--- config.mk ---
export PLATFORM = sky130hd
export DESIGN_NAME = triple_comparator_control
export DESIGN_NICKNAME = d
export VERILOG_FILES = /design/src/logic/comparator_pkg.sv /design/src/logic/triple_comparator_control.sv /design/src/logic/unit_channel.sv
export SDC_FILE = /design/constraint.sdc
export NUM_CORES = 1
export LEC_CHECK = 0
export BUFFER_PORTS_ARGS = -buffer_cell sky130_fd_sc_hd__clkbuf_2
export CAP_MARGIN = 5
export CORE_MARGIN = 2
export CORE_UTILIZATION = 51
export CTS_BUF_LIST = sky130_fd_sc_hd__clkbuf_8 sky130_fd_sc_hd__clkbuf_16
export CTS_CLUSTER_SIZE = 25
export DETAILED_ROUTE_END_ITERATION = 7
export PLACE_DENSITY = 0.77
export SLEW_MARGIN = 30
export SYNTH_ARGS = -nofsm -noshare
export SYNTH_HDL_FRONTEND = slang
export SYNTH_SLANG_ARGS = --single-unit
--- constraint.sdc ---
create_clock -name core_clk -period 5.22 [get_ports core_clk]
set_input_delay 1.044 -clock core_clk [delete_from_list [all_inputs] [get_ports core_clk]]
set_output_delay 1.044 -clock core_clk [all_outputs]
set_load 0.05 [all_outputs]
--- src/logic/comparator_pkg.sv ---
// Register map, field layout and constants of the triple comparator control block
package comparator_pkg;

  // Register indices; byte address is four times the index
  localparam logic [7:0] IDX_PINSEL_B = 8'hce;
  localparam logic [7:0] IDX_CTL2 = 8'hcf;
  localparam logic [7:0] IDX_PINSEL_A = 8'hf6;
  localparam logic [7:0] IDX_CTL0 = 8'hfe;
  localparam logic [7:0] IDX_CTL1 = 8'hff;
  localparam logic [7:0] IDX_INT_STATUS = 8'h10;
  localparam logic [7:0] IDX_INT_CLEAR = 8'h11;
  localparam logic [7:0] IDX_INT_ENABLE = 8'h12;
  localparam logic [7:0] IDX_OUT_ENABLE = 8'h13;

  // Control register fields
  localparam int HYS_BIT = 7;
  localparam int RESULT_BIT = 6;
  localparam int MODE_HI = 5;
  localparam int MODE_LO = 4;
  localparam int FLAG_BIT = 3;
  localparam logic [7:0] CTL_RESET = 8'h00;

  // Pin-select fields: unit 0 and unit 2 in the upper nibble, unit 1 in the lower
  localparam int EN_HI = 6;
  localparam int REF_HI = 5;
  localparam int PAD_HI = 4;
  localparam int EN_LO = 2;
  localparam int REF_LO = 1;
  localparam int PAD_LO = 0;
  localparam logic [7:0] PINSEL_A_MASK = 8'h77;
  localparam logic [7:0] PINSEL_B_MASK = 8'h70;
  localparam logic [7:0] PINSEL_RESET = 8'h00;

  // Strap settle: two synchroniser stages before the pin-select load
  localparam logic [1:0] STRAP_SETTLE = 2'd2;

  // Bus answers
  localparam logic [1:0] RESP_OKAY = 2'b00;
  localparam logic [1:0] RESP_SLVERR = 2'b10;
  localparam logic [31:0] READ_ZERO = 32'h0000_0000;

  typedef enum logic [1:0] {
    EDGE_TOGGLE = 2'b00,
    EDGE_RISE = 2'b01,
    EDGE_FALL = 2'b10,
    EDGE_RESERVED = 2'b11
  } edge_mode_type;

endpackage : comparator_pkg

--- src/logic/triple_comparator_control.sv ---
// Control and status of three comparators behind an AXI4-Lite register slave
// How it works
// - Result is one when positive input exceeds negative input, else zero.
// - Amplifier mode on a unit overrides and disables its comparator function.
// - Enable one turns comparator on; reference source takes both pins, pad source only the negative pin unless output enabled.
// - Two bits pick positive source: internal reference or external pin.
// - With enable zero both pins stay ordinary I/O regardless of settings.
// - Control bit 7 enables input hysteresis when one.
// - Control bit 6 reads live comparator result, read only.
// - Two-bit mode picks toggle, rising or falling; code 11 reserved.
// - Hardware sets flag on chosen edge; only software zero clears it.
// - Control registers reset to zero; pin selects load from option bits.
// - Unit 2 reference bit picks bandgap, pad bit picks external pin.
//
// The AXI4-Lite slave port was chosen for this implementation.
`timescale 1ns/100ps
module triple_comparator_control #(
  parameter int ADDR_W = 10,
  parameter int UNITS = 3
) (
  input wire logic core_clk,
  input wire logic rst,
  // AXI4-Lite slave
  input wire logic [ADDR_W-1:0] s_axi_awaddr,
  input wire logic s_axi_awvalid,
  output logic s_axi_awready,
  input wire logic [31:0] s_axi_wdata,
  input wire logic [3:0] s_axi_wstrb,
  input wire logic s_axi_wvalid,
  output logic s_axi_wready,
  output logic [1:0] s_axi_bresp,
  output logic s_axi_bvalid,
  input wire logic s_axi_bready,
  input wire logic [ADDR_W-1:0] s_axi_araddr,
  input wire logic s_axi_arvalid,
  output logic s_axi_arready,
  output logic [31:0] s_axi_rdata,
  output logic [1:0] s_axi_rresp,
  output logic s_axi_rvalid,
  input wire logic s_axi_rready,
  // Analog side and straps
  input wire logic [UNITS-1:0] unitResult,
  input wire logic [UNITS-1:0] amplifierMode,
  input wire logic [7:0] optionBitsA,
  input wire logic [7:0] optionBitsB,
  output logic [UNITS-1:0] unitPower,
  output logic [UNITS-1:0] posRefConnect,
  output logic [UNITS-1:0] posPinConnect,
  output logic [UNITS-1:0] hysteresisOn,
  output logic [UNITS-1:0] posPinTakeover,
  output logic [UNITS-1:0] negPinTakeover,
  output logic irq
);

  logic [7:0] optFirstA;
  logic [7:0] optSyncA;
  logic [7:0] optFirstB;
  logic [7:0] optSyncB;
  logic [1:0] loadCount;
  logic loaded;
  logic [7:0] pinSelA;
  logic [7:0] pinSelB;
  logic [UNITS-1:0] outPinEnable;
  logic [UNITS-1:0] intStatus;
  logic [UNITS-1:0] intEnable;
  logic [7:0] writeIdx;
  logic [31:0] writeData;
  logic [3:0] writeStrb;
  logic awHeld;
  logic wHeld;
  logic doWrite;
  logic byteWrite;
  logic [7:0] readIdx;
  logic [31:0] readValue;
  logic readHit;
  logic writeHit;
  logic [UNITS-1:0] enBit;
  logic [UNITS-1:0] refBit;
  logic [UNITS-1:0] padBit;
  logic [UNITS-1:0] active;
  logic [UNITS-1:0] ctlWrite;
  logic [UNITS-1:0] events;
  logic [7:0] ctlValue [UNITS];
  logic [7:0] ctlIdx [UNITS];

  assign ctlIdx[0] = comparator_pkg::IDX_CTL0;
  assign ctlIdx[1] = comparator_pkg::IDX_CTL1;
  assign ctlIdx[2] = comparator_pkg::IDX_CTL2;

  // Strap synchroniser for the option bits
  always_ff @(posedge core_clk or posedge rst) begin
    if (rst) begin
      optFirstA <= comparator_pkg::PINSEL_RESET;
      optSyncA <= comparator_pkg::PINSEL_RESET;
      optFirstB <= comparator_pkg::PINSEL_RESET;
      optSyncB <= comparator_pkg::PINSEL_RESET;
    end else begin
      optFirstA <= optionBitsA;
      optSyncA <= optFirstA;
      optFirstB <= optionBitsB;
      optSyncB <= optFirstB;
    end
  end

  // Settle counter; bus stays closed until the straps are loaded
  always_ff @(posedge core_clk or posedge rst) begin
    if (rst) begin
      loadCount <= 2'd0;
      loaded <= 1'b0;
    end else if (!loaded) begin
      loadCount <= loadCount + 2'd1;
      loaded <= (loadCount == comparator_pkg::STRAP_SETTLE);
    end
  end

  // Field decode of the pin-select registers
  assign enBit = {pinSelB[comparator_pkg::EN_HI], pinSelA[comparator_pkg::EN_LO], pinSelA[comparator_pkg::EN_HI]};
  assign refBit = {pinSelB[comparator_pkg::REF_HI], pinSelA[comparator_pkg::REF_LO], pinSelA[comparator_pkg::REF_HI]};
  assign padBit = {pinSelB[comparator_pkg::PAD_HI], pinSelA[comparator_pkg::PAD_LO], pinSelA[comparator_pkg::PAD_HI]};
  assign active = enBit & ~amplifierMode;

  // Write address channel
  always_ff @(posedge core_clk or posedge rst) begin
    if (rst) begin
      s_axi_awready <= 1'b0;
      awHeld <= 1'b0;
      writeIdx <= 8'h00;
    end else if (s_axi_awready && s_axi_awvalid) begin
      s_axi_awready <= 1'b0;
      awHeld <= 1'b1;
      writeIdx <= s_axi_awaddr[ADDR_W-1:2];
    end else begin
      if (doWrite) awHeld <= 1'b0;
      if ((s_axi_bvalid && s_axi_bready) || (!loaded && loadCount == comparator_pkg::STRAP_SETTLE)) begin
        s_axi_awready <= 1'b1;
      end
    end
  end

  // Write data channel
  always_ff @(posedge core_clk or posedge rst) begin
    if (rst) begin
      s_axi_wready <= 1'b0;
      wHeld <= 1'b0;
      writeData <= comparator_pkg::READ_ZERO;
      writeStrb <= 4'h0;
    end else if (s_axi_wready && s_axi_wvalid) begin
      s_axi_wready <= 1'b0;
      wHeld <= 1'b1;
      writeData <= s_axi_wdata;
      writeStrb <= s_axi_wstrb;
    end else begin
      if (doWrite) wHeld <= 1'b0;
      if ((s_axi_bvalid && s_axi_bready) || (!loaded && loadCount == comparator_pkg::STRAP_SETTLE)) begin
        s_axi_wready <= 1'b1;
      end
    end
  end

  assign doWrite = awHeld & wHeld & ~s_axi_bvalid;
  assign byteWrite = doWrite & writeStrb[0];

  // Write decode
  always_comb begin
    writeHit = 1'b0;
    unique case (writeIdx)
      comparator_pkg::IDX_PINSEL_A, comparator_pkg::IDX_PINSEL_B, comparator_pkg::IDX_CTL0,
      comparator_pkg::IDX_CTL1, comparator_pkg::IDX_CTL2, comparator_pkg::IDX_INT_CLEAR,
      comparator_pkg::IDX_INT_ENABLE, comparator_pkg::IDX_OUT_ENABLE: writeHit = 1'b1;
      default: writeHit = 1'b0;
    endcase
  end

  // Write response; status register is read only and refuses writes
  always_ff @(posedge core_clk or posedge rst) begin
    if (rst) begin
      s_axi_bvalid <= 1'b0;
      s_axi_bresp <= comparator_pkg::RESP_OKAY;
    end else if (doWrite) begin
      s_axi_bvalid <= 1'b1;
      s_axi_bresp <= writeHit ? comparator_pkg::RESP_OKAY : comparator_pkg::RESP_SLVERR;
    end else if (s_axi_bready) begin
      s_axi_bvalid <= 1'b0;
    end
  end

  // Pin-select registers: strap image at load, software afterwards
  always_ff @(posedge core_clk or posedge rst) begin
    if (rst) begin
      pinSelA <= comparator_pkg::PINSEL_RESET;
      pinSelB <= comparator_pkg::PINSEL_RESET;
    end else if (!loaded) begin
      if (loadCount == comparator_pkg::STRAP_SETTLE) begin
        pinSelA <= ~optSyncA & comparator_pkg::PINSEL_A_MASK;
        pinSelB <= ~optSyncB & comparator_pkg::PINSEL_B_MASK;
      end
    end else if (byteWrite && writeIdx == comparator_pkg::IDX_PINSEL_A) begin
      pinSelA <= writeData[7:0] & comparator_pkg::PINSEL_A_MASK;
    end else if (byteWrite && writeIdx == comparator_pkg::IDX_PINSEL_B) begin
      pinSelB <= writeData[7:0] & comparator_pkg::PINSEL_B_MASK;
    end
  end

  // Output-pin enables and interrupt enables
  always_ff @(posedge core_clk or posedge rst) begin
    if (rst) begin
      outPinEnable <= '0;
      intEnable <= '0;
    end else if (byteWrite && writeIdx == comparator_pkg::IDX_OUT_ENABLE) begin
      outPinEnable <= writeData[UNITS-1:0];
    end else if (byteWrite && writeIdx == comparator_pkg::IDX_INT_ENABLE) begin
      intEnable <= writeData[UNITS-1:0];
    end
  end

  // Sticky interrupt status; a new event beats a clear in the same cycle
  always_ff @(posedge core_clk or posedge rst) begin
    if (rst) begin
      intStatus <= '0;
    end else if (byteWrite && writeIdx == comparator_pkg::IDX_INT_CLEAR) begin
      intStatus <= (intStatus & ~writeData[UNITS-1:0]) | events;
    end else begin
      intStatus <= intStatus | events;
    end
  end

  // Level interrupt
  always_ff @(posedge core_clk or posedge rst) begin
    if (rst) irq <= 1'b0;
    else irq <= |(intStatus & intEnable);
  end

  // One channel per comparator
  for (genvar u = 0; u < UNITS; u++) begin : g_unit
    assign ctlWrite[u] = byteWrite & (writeIdx == ctlIdx[u]);
    unit_channel channel (
      .core_clk(core_clk),
      .rst(rst),
      .rawResult(unitResult[u]),
      .active(active[u]),
      .ctlWrite(ctlWrite[u]),
      .writeData(writeData[7:0]),
      .ctlValue(ctlValue[u]),
      .eventPulse(events[u])
    );
  end

  // Analog steering and pin takeover
  always_ff @(posedge core_clk or posedge rst) begin
    if (rst) begin
      unitPower <= '0;
      posRefConnect <= '0;
      posPinConnect <= '0;
      hysteresisOn <= '0;
      posPinTakeover <= '0;
      negPinTakeover <= '0;
    end else begin
      for (int u = 0; u < UNITS; u++) begin
        unitPower[u] <= active[u];
        posRefConnect[u] <= active[u] & refBit[u];
        posPinConnect[u] <= active[u] & padBit[u];
        hysteresisOn[u] <= active[u] & ctlValue[u][comparator_pkg::HYS_BIT];
        // Reference source takes both pins; pad source takes only the negative pin unless output enabled
        posPinTakeover[u] <= active[u] & refBit[u] & ~padBit[u];
        negPinTakeover[u] <= active[u] & ((refBit[u] & ~padBit[u]) | (~refBit[u] & padBit[u] & ~outPinEnable[u]));
      end
    end
  end

  // Read decode
  always_comb begin
    readValue = comparator_pkg::READ_ZERO;
    readHit = 1'b1;
    unique case (readIdx)
      comparator_pkg::IDX_PINSEL_A: readValue[7:0] = pinSelA;
      comparator_pkg::IDX_PINSEL_B: readValue[7:0] = pinSelB;
      comparator_pkg::IDX_CTL0: readValue[7:0] = ctlValue[0];
      comparator_pkg::IDX_CTL1: readValue[7:0] = ctlValue[1];
      comparator_pkg::IDX_CTL2: readValue[7:0] = ctlValue[2];
      comparator_pkg::IDX_INT_STATUS: readValue[UNITS-1:0] = intStatus;
      comparator_pkg::IDX_INT_CLEAR: readValue = comparator_pkg::READ_ZERO;
      comparator_pkg::IDX_INT_ENABLE: readValue[UNITS-1:0] = intEnable;
      comparator_pkg::IDX_OUT_ENABLE: readValue[UNITS-1:0] = outPinEnable;
      default: readHit = 1'b0;
    endcase
  end

  assign readIdx = s_axi_araddr[ADDR_W-1:2];

  // Read channel: address taken, data one cycle later
  always_ff @(posedge core_clk or posedge rst) begin
    if (rst) begin
      s_axi_arready <= 1'b0;
      s_axi_rvalid <= 1'b0;
      s_axi_rdata <= comparator_pkg::READ_ZERO;
      s_axi_rresp <= comparator_pkg::RESP_OKAY;
    end else if (s_axi_arready && s_axi_arvalid) begin
      s_axi_arready <= 1'b0;
      s_axi_rvalid <= 1'b1;
      s_axi_rdata <= readValue;
      s_axi_rresp <= readHit ? comparator_pkg::RESP_OKAY : comparator_pkg::RESP_SLVERR;
    end else if (s_axi_rvalid && s_axi_rready) begin
      s_axi_rvalid <= 1'b0;
      s_axi_arready <= 1'b1;
    end else if (!loaded && loadCount == comparator_pkg::STRAP_SETTLE) begin
      s_axi_arready <= 1'b1;
    end
  end
endmodule : triple_comparator_control

--- src/logic/unit_channel.sv ---
// One comparator channel: result synchroniser, edge-selected sticky flag, control register
`timescale 1ns/100ps
module unit_channel (
  input wire logic core_clk,
  input wire logic rst,
  input wire logic rawResult,
  input wire logic active,
  input wire logic ctlWrite,
  input wire logic [7:0] writeData,
  output logic [7:0] ctlValue,
  output logic eventPulse
);

  logic syncFirst;
  logic syncResult;
  logic prevResult;
  logic hysteresis;
  comparator_pkg::edge_mode_type edgeMode;
  logic flag;
  logic hit;

  // Two-stage synchroniser, then a history stage for edges
  always_ff @(posedge core_clk or posedge rst) begin
    if (rst) begin
      syncFirst <= 1'b0;
      syncResult <= 1'b0;
      prevResult <= 1'b0;
    end else begin
      syncFirst <= rawResult;
      syncResult <= syncFirst;
      prevResult <= syncResult;
    end
  end

  // Edge selection; reserved code never fires
  always_comb begin
    hit = 1'b0;
    unique case (edgeMode)
      comparator_pkg::EDGE_TOGGLE: hit = syncResult ^ prevResult;
      comparator_pkg::EDGE_RISE: hit = syncResult & ~prevResult;
      comparator_pkg::EDGE_FALL: hit = ~syncResult & prevResult;
      comparator_pkg::EDGE_RESERVED: hit = 1'b0;
    endcase
  end

  assign eventPulse = active & hit;

  // Writable configuration bits
  always_ff @(posedge core_clk or posedge rst) begin
    if (rst) begin
      hysteresis <= comparator_pkg::CTL_RESET[comparator_pkg::HYS_BIT];
      edgeMode <= comparator_pkg::EDGE_TOGGLE;
    end else if (ctlWrite) begin
      hysteresis <= writeData[comparator_pkg::HYS_BIT];
      edgeMode <= comparator_pkg::edge_mode_type'(writeData[comparator_pkg::MODE_HI:comparator_pkg::MODE_LO]);
    end
  end

  // Sticky flag: hardware sets, only a software zero clears, set wins
  always_ff @(posedge core_clk or posedge rst) begin
    if (rst) begin
      flag <= comparator_pkg::CTL_RESET[comparator_pkg::FLAG_BIT];
    end else if (eventPulse) begin
      flag <= 1'b1;
    end else if (ctlWrite && !writeData[comparator_pkg::FLAG_BIT]) begin
      flag <= 1'b0;
    end
  end

  // Live result in bit 6, read only
  assign ctlValue = {hysteresis, syncResult, edgeMode, flag, 3'b000};
endmodule : unit_channel

# Word-level counts from Yosys, hierarchy flattened
# Index checks and enable logic that the tools add are counted.
# op_classes
addsub	1
mul	0
div_mod_pow	0
magnitude_cmp	0
n_eq_ne	30
shift	0
mux	37
n_bitwise	71
reduce_logical	37
# ops
operator	count
== test 8 bit, second input constant	10
== test 8 x 5 -> 1 bit, second input constant	7
two-way mux 8 bit	7
bitwise AND 1 bit	39
case mux 5 bit (5 select lines)	1
two-way mux 1 bit	22
nonzero test 2 bit	10
NOT 1 bit	17
case mux 3 bit (5 select lines)	1
== test 2 bit, second input constant	7
logical AND 1 bit	14
NOT 7 bit	2
case mux 1 bit (4 select lines)	3
bitwise AND 3 bit	3
OR reduction 9 bit	1
OR reduction 8 bit	1
== test 2 x 1 -> 1 bit, second input constant	3
zero test 2 bit	3
NOT 3 bit	2
bitwise OR 3 bit	2
two-way mux 2 bit	2
!= test 2 x 1 -> 1 bit, second input constant	2
AND reduction 2 bit	2
two-way mux 3 bit	1
other kinds (9)	14
# totals
register_bits	132
latch_bits	0
mem_bits_rw	0
mem_bits_ro	0
inputBits	85
output_inout_bits	60
wordCells	225
memories	0

# Logic depth before layout (Yosys ltp)
# Gate-level depths: netlist of the first run.
# depth
word_depth	7
mapped_depth	7
ltp_nobuf	7

# Cells and area by module
# A second synthesis of the first run with hierarchy kept.
# hier_totals
cells_unflattened	437
hier_area_um2	5126.2
# modules_own_cells
mod	n_inst	cells_per_inst	area_per_inst_um2	seq_area_each_um2
triple_comparator_control	1	347	4101.4	2302.2
unit_channel	3	30	341.6	175.2

# Worst setup path after synthesis of the first run
# OpenSTA, ideal clock, no wires.
# synth_path
path_kind	input port to flip-flop
start	input port s_axi_araddr[8]
end	register s_axi_rdata[0]
arrival_ns	2.043
t_required_ns	5.137
path_slack_ns	3.095
stages	6
cell_sequence	and4_1 -> clkbuf_1 -> nand3_1 -> nor3_1 -> a21oi_1 -> o21ai_0
# synth_between
elab_chain_cells	2
# synth_lines
element	line	rtl
start, declared	triple_comparator_control.sv:34	input wire logic [ADDR_W-1:0] s_axi_araddr,
== test 8 x 5 -> 1 bit / == test 8 bit (equally long branches)	triple_comparator_control.sv:274	unique case (readIdx)
case mux 3 bit (5 select lines) (*)	triple_comparator_control.sv:274	
end signal, assigned	triple_comparator_control.sv:295	s_axi_rdata <= comparator_pkg::READ_ZERO;
end signal, assigned	triple_comparator_control.sv:300	s_axi_rdata <= readValue;
end, declared	triple_comparator_control.sv:37	output logic [31:0] s_axi_rdata,
# Mark *: on every way between the ends. The rest lies on a longest branch, timed or not.
# A chain may end at the register's enable or synchronous reset.

# Worst setup path after layout of the first run
# layout_path
start	register s_axi_bvalid
end	output port s_axi_bvalid
# layout_rtl
element	line	rtl
start, declared	triple_comparator_control.sv:32	output logic s_axi_bvalid,
start signal, assigned	triple_comparator_control.sv:177	s_axi_bvalid <= 1'b0;
start signal, assigned	triple_comparator_control.sv:180	s_axi_bvalid <= 1'b1;
start signal, assigned	triple_comparator_control.sv:183	s_axi_bvalid <= 1'b0;
# No word-level cell between the ends.

==> results of run 1 <==
## final timing paths
path,startpoint,to
worst max-delay path,s_axi_bvalid,s_axi_bvalid
worst min-delay path,optFirstA[6],optSyncA[6]
worst max register to register,writeIdx[3],outPinEnable[0]
worst min register to register,optFirstA[6],optSyncA[6]
max in group asynchronous,rst,s_axi_rvalid
min in group asynchronous,rst,optFirstA[1]
## routing by layer
layer	up-vias	global-route usage, %
met2	130	32.7
met3	20	6.63
met1	1567	24.5
met4	0	7.28
met5	-	0
li1	1523	-
## registers in the layout, summed over array words and instances, names as in the netlist, 6 cells and up
signal and count:
g_unit.channel.edgeMode 6, optFirstA 6, optSyncA 6, pinSelA 6, s_axi_rdata 8, writeData 8, writeIdx 8
## logic make-up after synthesis
group | after synthesis | share of synthesized area, %
compound gates | 62 | 8.34
xor+xnor | 1 | 0.182
fa+ha+maj | 7 | 1.82
buf+inv | 51 | 6.03
flops | 113 | 58.7
mux | 52 | 12.4
other cells | 1 | 0.0778
simple gates | 117 | 12.4
## placed cells by master, fill, tap and decap left out, drive strengths merged, types with 8 or more instances in the layout
| cell | instances |
|---|---|
| conb | 26 |
| mux2i | 8 |
| nor2b | 10 |
| clkbuf | 100 |
| dfrtp | 113 |
| inv | 17 |
| and2 | 11 |
| nand2 | 41 |
| nor2 | 28 |
| o21ai | 18 |
| a21oi | 19 |
| mux2 | 44 |
## cell usage after synthesis, types with 2 or more instances
| cell | count | area share (%) |
|---|---|---|
| a21oi_1 | 19 | 2.0 |
| a22o_1 | 2 | 0.36 |
| a22oi_1 | 7 | 1.1 |
| a31oi_1 | 2 | 0.26 |
| and2_1 | 11 | 1.4 |
| and3b_1 | 2 | 0.36 |
| and4_1 | 2 | 0.36 |
| buf_4 | 26 | 4.1 |
| clkbuf_1 | 8 | 0.62 |
| dfrtp_1 | 113 | 59 |
| ha_1 | 7 | 1.8 |
| inv_1 | 16 | 1.2 |
| mux2_2 | 38 | 8.9 |
| mux2_4 | 6 | 1.9 |
| mux2i_1 | 8 | 1.7 |
| nand2_1 | 40 | 3.1 |
| nand3_1 | 7 | 0.73 |
| nand3b_1 | 3 | 0.47 |
| nor2_1 | 28 | 2.2 |
| nor2b_1 | 10 | 1.3 |
| nor3_1 | 3 | 0.31 |
| nor4b_1 | 2 | 0.36 |
| o21a_1 | 2 | 0.31 |
| o21ai_0 | 17 | 1.8 |
| o22a_1 | 2 | 0.36 |
| o31ai_1 | 3 | 0.47 |
| o32a_1 | 2 | 0.42 |
## power by group
part | internal, uW | switching [uW]
registers | 1020 | 146
clock network | 804 | 373
logic | 194 | 368
## metrics by stage
stage	util, %	hold WS [ns]
global placement	56.9	0.334
detailed placement	56.9	0.335
finish	63.6	0.341
CTS	63.6	0.345
floorplan	-	0.331
global route	63.6	0.354
## layout make-up
type / count / share of cell area (%)
flip-flops and latches: 113 / 48.4
clock inverters: 10 / 2.74
well taps: 111 / 2.38
multi-input cells: 265 / 30.7
inverters: 16 / 1.07
clock buffers: 20 / 7.79
repair buffers: 81 / 6.98
==> qor.yml, run 1 <==
setup_path:
  cp_top_family: "flip-flops"
  crit_cells: 1
  cp.buffers_inverters: 1
  path_cells: "clkbuf_2"
  cp_max_fo: 7
  critPathMaxStageDelay_ns: 0.44
  critical_path_class: "reg2out"
  slowest_stage: "dfrtp_1"
  cp-start-kind: "flop"
  end_kind: "primary output"
  critPathRequiredTime_ns: 4.18
  crit_arrival_ns: 1.26
  r2r_cells: 4
  rrSetupSlack_ns: 3.24
clocking:
  clock-sinks: 113
  postCtsHoldBufs: 0
  clk_pin_slew_ns: 0.05
  postCtsSetupRepairBufs: 0
  cts_tree: "built"
  htree_num_levels: 4
  worstSkewPairLatency_ns: 0.50
  cts_resized: 0
  numCtsBuffers: 17
  clk_path_buf_depth: 2
  cts_root_buf: "clkbuf_8"
min_path:
  hp-class: "reg2reg"
  hold_depth: 0
drt:
  routedWlPerCell_um: 15.6
  via_count: 3240
  wl_met2_um: 4690
  wirelength_um: 9620
  routed_via_density: 5.26
  drtIter0Drc: 135
  first_pass_iters: 4
  topRoutingLayerUsed: "met4"
  drc_errors: 0
  dr_wl_met3_um: 567
  postRouteAntennaNets: 0
  wl_met1_um: 4150
cells_and_area:
  regArea_sq_mm: 0.00283
  layout.nets: 586
  fill_cells: 713
  diodes: 0
  final_cell_area_sq_mm: 0.00585
  instances_no_fill: 616
  multi_input_area_sq_mm: 0.00179
  area_growth_pct: 21.4
  drive_above_1_share_pct: 31.9
die:
  start_util_pct: 52.4
  io-pin-count: 145
  fp.dieH_um: 101
  die_width_um: 101
  dieArea_sq_mm: 0.0102
  core_area_sq_mm: 0.00920
  core.rowCount: 35
placed_design:
  dp_hpwl_um: 6850
  place.gp.congestion: 0.861
  place.port_buffers: 80
  place_ws_ns: 2.85
  dpl_cell_area_sq_mm: 0.00523
  placed_cells: 586
logic_synthesis:
  synth_edf_count: 0
  async_flop_share_pct: 100
  synth_seq_cells: 113
  synth_ff_type: "dfrtp_1"
  syn_inst: 404
  synth_area_per_cell_sq_um: 11.9
  synth-seq-area-share_pct: 58.7
  syn_area_sq_mm: 0.00482
  synth.distinct_cells: 45
  ys_warn_count: 0
global_route:
  grt_pass1_vias: 3145
  grt-ovfl-total: 0
  grt_start_max_net_pins: 69
  grt_antenna_before_repair: 0
  grt_usage_pct: 19.8
  grt_pass1_wl_um: 15200
job:
  maxCapViolations: 0
power:
  finalPower_uw: 2900
  irDropWorstVdd_v: 0.000307
  leakage_uw: 0.00289
  p_per_area_mw_per_mm2: 496
timing:
  setup_violations: 0
  rsz0062_at_grt: "no"
  finalMaxSlewViolations: 0
  finClkSkew_ns: 0.00781
  period_share_pct: 44.1
  max_slew_margin_pct: 46.5
  finalCriticalPeriod_ns: 2.30
  fmax_mhz: 434
  tightest_slew_ns: 0.803
  final.setup.tns_ns: 0
  finalHoldViolations: 0
  setup_slack_ns: 2.92
status:
  run_status: "finished clean"
Note: power is estimated with default switching activity, not from simulation.
==> run 2, diff against run 1 <==
- CORE_UTILIZATION: 51 -> 46
- PLACE_DENSITY: 0.77 -> 0.73
- clock period: 5.22 -> 2 ns (I/O delays scaled with it)
==> qor.yml, run 2 (same netlist as run 1, synthesis figures left out) <==
status:
  run_status: "finished clean"
drt:
  drtIter0Drc: 170
  postRouteAntennaNets: 0
  wirelength_um: 9810
  routed_via_density: 4.98
  routedWlPerCell_um: 14.8
  first_pass_iters: 5
  via_count: 3297
  drc_errors: 0
timing:
  setup_violations: 0
  period_share_pct: 93.5
  rsz0062_at_grt: "no"
  whs_ns: 0.101
  finalCriticalPeriod_ns: 1.87
  finalMaxSlewViolations: 0
  finalHoldViolations: 0
  max_slew_margin_pct: 65.4
  finClkSkew_ns: 0.00791
  final.setup.tns_ns: 0
  tightest_slew_ns: 0.517
  fmax_mhz: 535
cells_and_area:
  instances_no_fill: 662
  final_common_cell: "dfrtp_1"
  drive_above_1_share_pct: 32.1
  layout.nets: 605
  fill_cells: 815
  top_regs: "s_axi_rdata (8), writeData (8), writeIdx (8)"
  final_cell_mix: "dfrtp_1, clkbuf_2, nand2_1, mux2_2, nor2_1"
  diodes: 0
  area_growth_pct: 26.2
power:
  p_per_area_mw_per_mm2: 1260
  irDropWorstVdd_v: 0.000966
  leakage_uw: 0.00298
setup_path:
  critical_path_class: "reg2reg"
  crit_arrival_ns: 2.26
  r2r_cells: 5
  end_kind: "flop"
  critPathRequiredTime_ns: 2.39
  rrSetupSlack_ns: 0.13
  cp_max_fo: 7
  r2r_start: "s_axi_bvalid"
  r2r_end: "pinSelA[6]"
  cp-start-kind: "flop"
clocking:
  cts_tree: "built"
  htree_num_levels: 4
  clk_pin_slew_ns: 0.05
  numCtsBuffers: 17
  worstSkewPairLatency_ns: 0.51
  postCtsSetupRepairBufs: 0
  clk_path_buf_depth: 2
  clock-sinks: 113
  cts_root_buf: "clkbuf_8"
global_route:
  grt_antenna_before_repair: 0
  grt-ovfl-total: 0
  grt_pass1_vias: 3254
  grt_pass1_wl_um: 16100
  grt_start_max_net_pins: 42
  grt_usage_pct: 18.7
placed_design:
  place.port_buffers: 80
  placed_cells: 617
  place.gp.congestion: 0.914
  dp_hpwl_um: 7250
min_path:
  hold-path-endpoint: "s_axi_bvalid"
  worstHoldStart: "s_axi_bready"
  hp-class: "in2reg"
  hold_depth: 2
die:
  dieArea_sq_mm: 0.0113
  core_area_sq_mm: 0.0102
  core.rowCount: 37
  fp.dieH_um: 106
  io-pin-count: 145
  die_width_um: 106
  start_util_pct: 47.1
job:
  maxCapViolations: 0
==> run 2: per-stage QoR <==
step / util, % / area [sq um] / power, uW / worst slack [ns]
2_1_floorplan: - / 4910 / 4160 / 0.0497
3_3_place_gp: 52.1 / 5330 / 4500 / 0.238
3_5_place_dp: 52.1 / 5330 / 4580 / 0.174
4_1_cts: 59.4 / 6080 / 7690 / 0.126
5_1_grt: 59.4 / 6080 / 8010 / 0.0573
6_report: 59.4 / 6080 / 7650 / 0.131
==> run 2: critical path: stages (launching register included) <==
cell and delay [ns]:
dfrtp_1 0.44, nand3b_4 0.21, nor3_4 0.24, nand2_2 0.10, o41a_4 0.43, mux2_4 0.31
==> run 2: worst max path at each step <==
stage / cells after the start / endpoint / from / slack, ns
2_1_floorplan: 5 / pinSelA[0] / s_axi_bvalid / 0.05
3_3_place_gp: 5 / pinSelA[0] / s_axi_bvalid / 0.24
5_1_grt: 5 / pinSelA[1] / s_axi_bvalid / 0.06
3_5_place_dp: 5 / pinSelA[6] / s_axi_bvalid / 0.17
4_1_cts: 5 / pinSelA[6] / s_axi_bvalid / 0.13
6_report: 5 / pinSelA[6] / s_axi_bvalid / 0.13
==> run 2: what timing repair did <==
item,CTS,global route
endpoints found under the hold margin,31,0
resized for setup,0,0
hold buffers,13,0
==> run 2: final cells by class <==
type | count | area [sq um] | area share (%)
inverters | 16 | 63.8 | 1.05
clock buffers | 18 | 428 | 7.04
clock inverters | 14 | 188 | 3.09
repair buffers | 100 | 608 | 10.0
flip-flops and latches | 113 | 2830 | 46.5
multi-input cells | 265 | 1790 | 29.5
well taps | 136 | 170 | 2.80
==> run 2: report_power, final <==
group / total, uW / internal, uW / switching, uW
clock network: 3090 / 2050 / 1040
logic: 1530 / 550 / 983
registers: 3030 / 2650 / 377
==> run 2: layer usage <==
layer	global-route usage, %	part of all wire [%]
met2	29.9	48
met4	7.33	2.4
met5	0	0
met1	24.4	44
met3	5.09	5.9
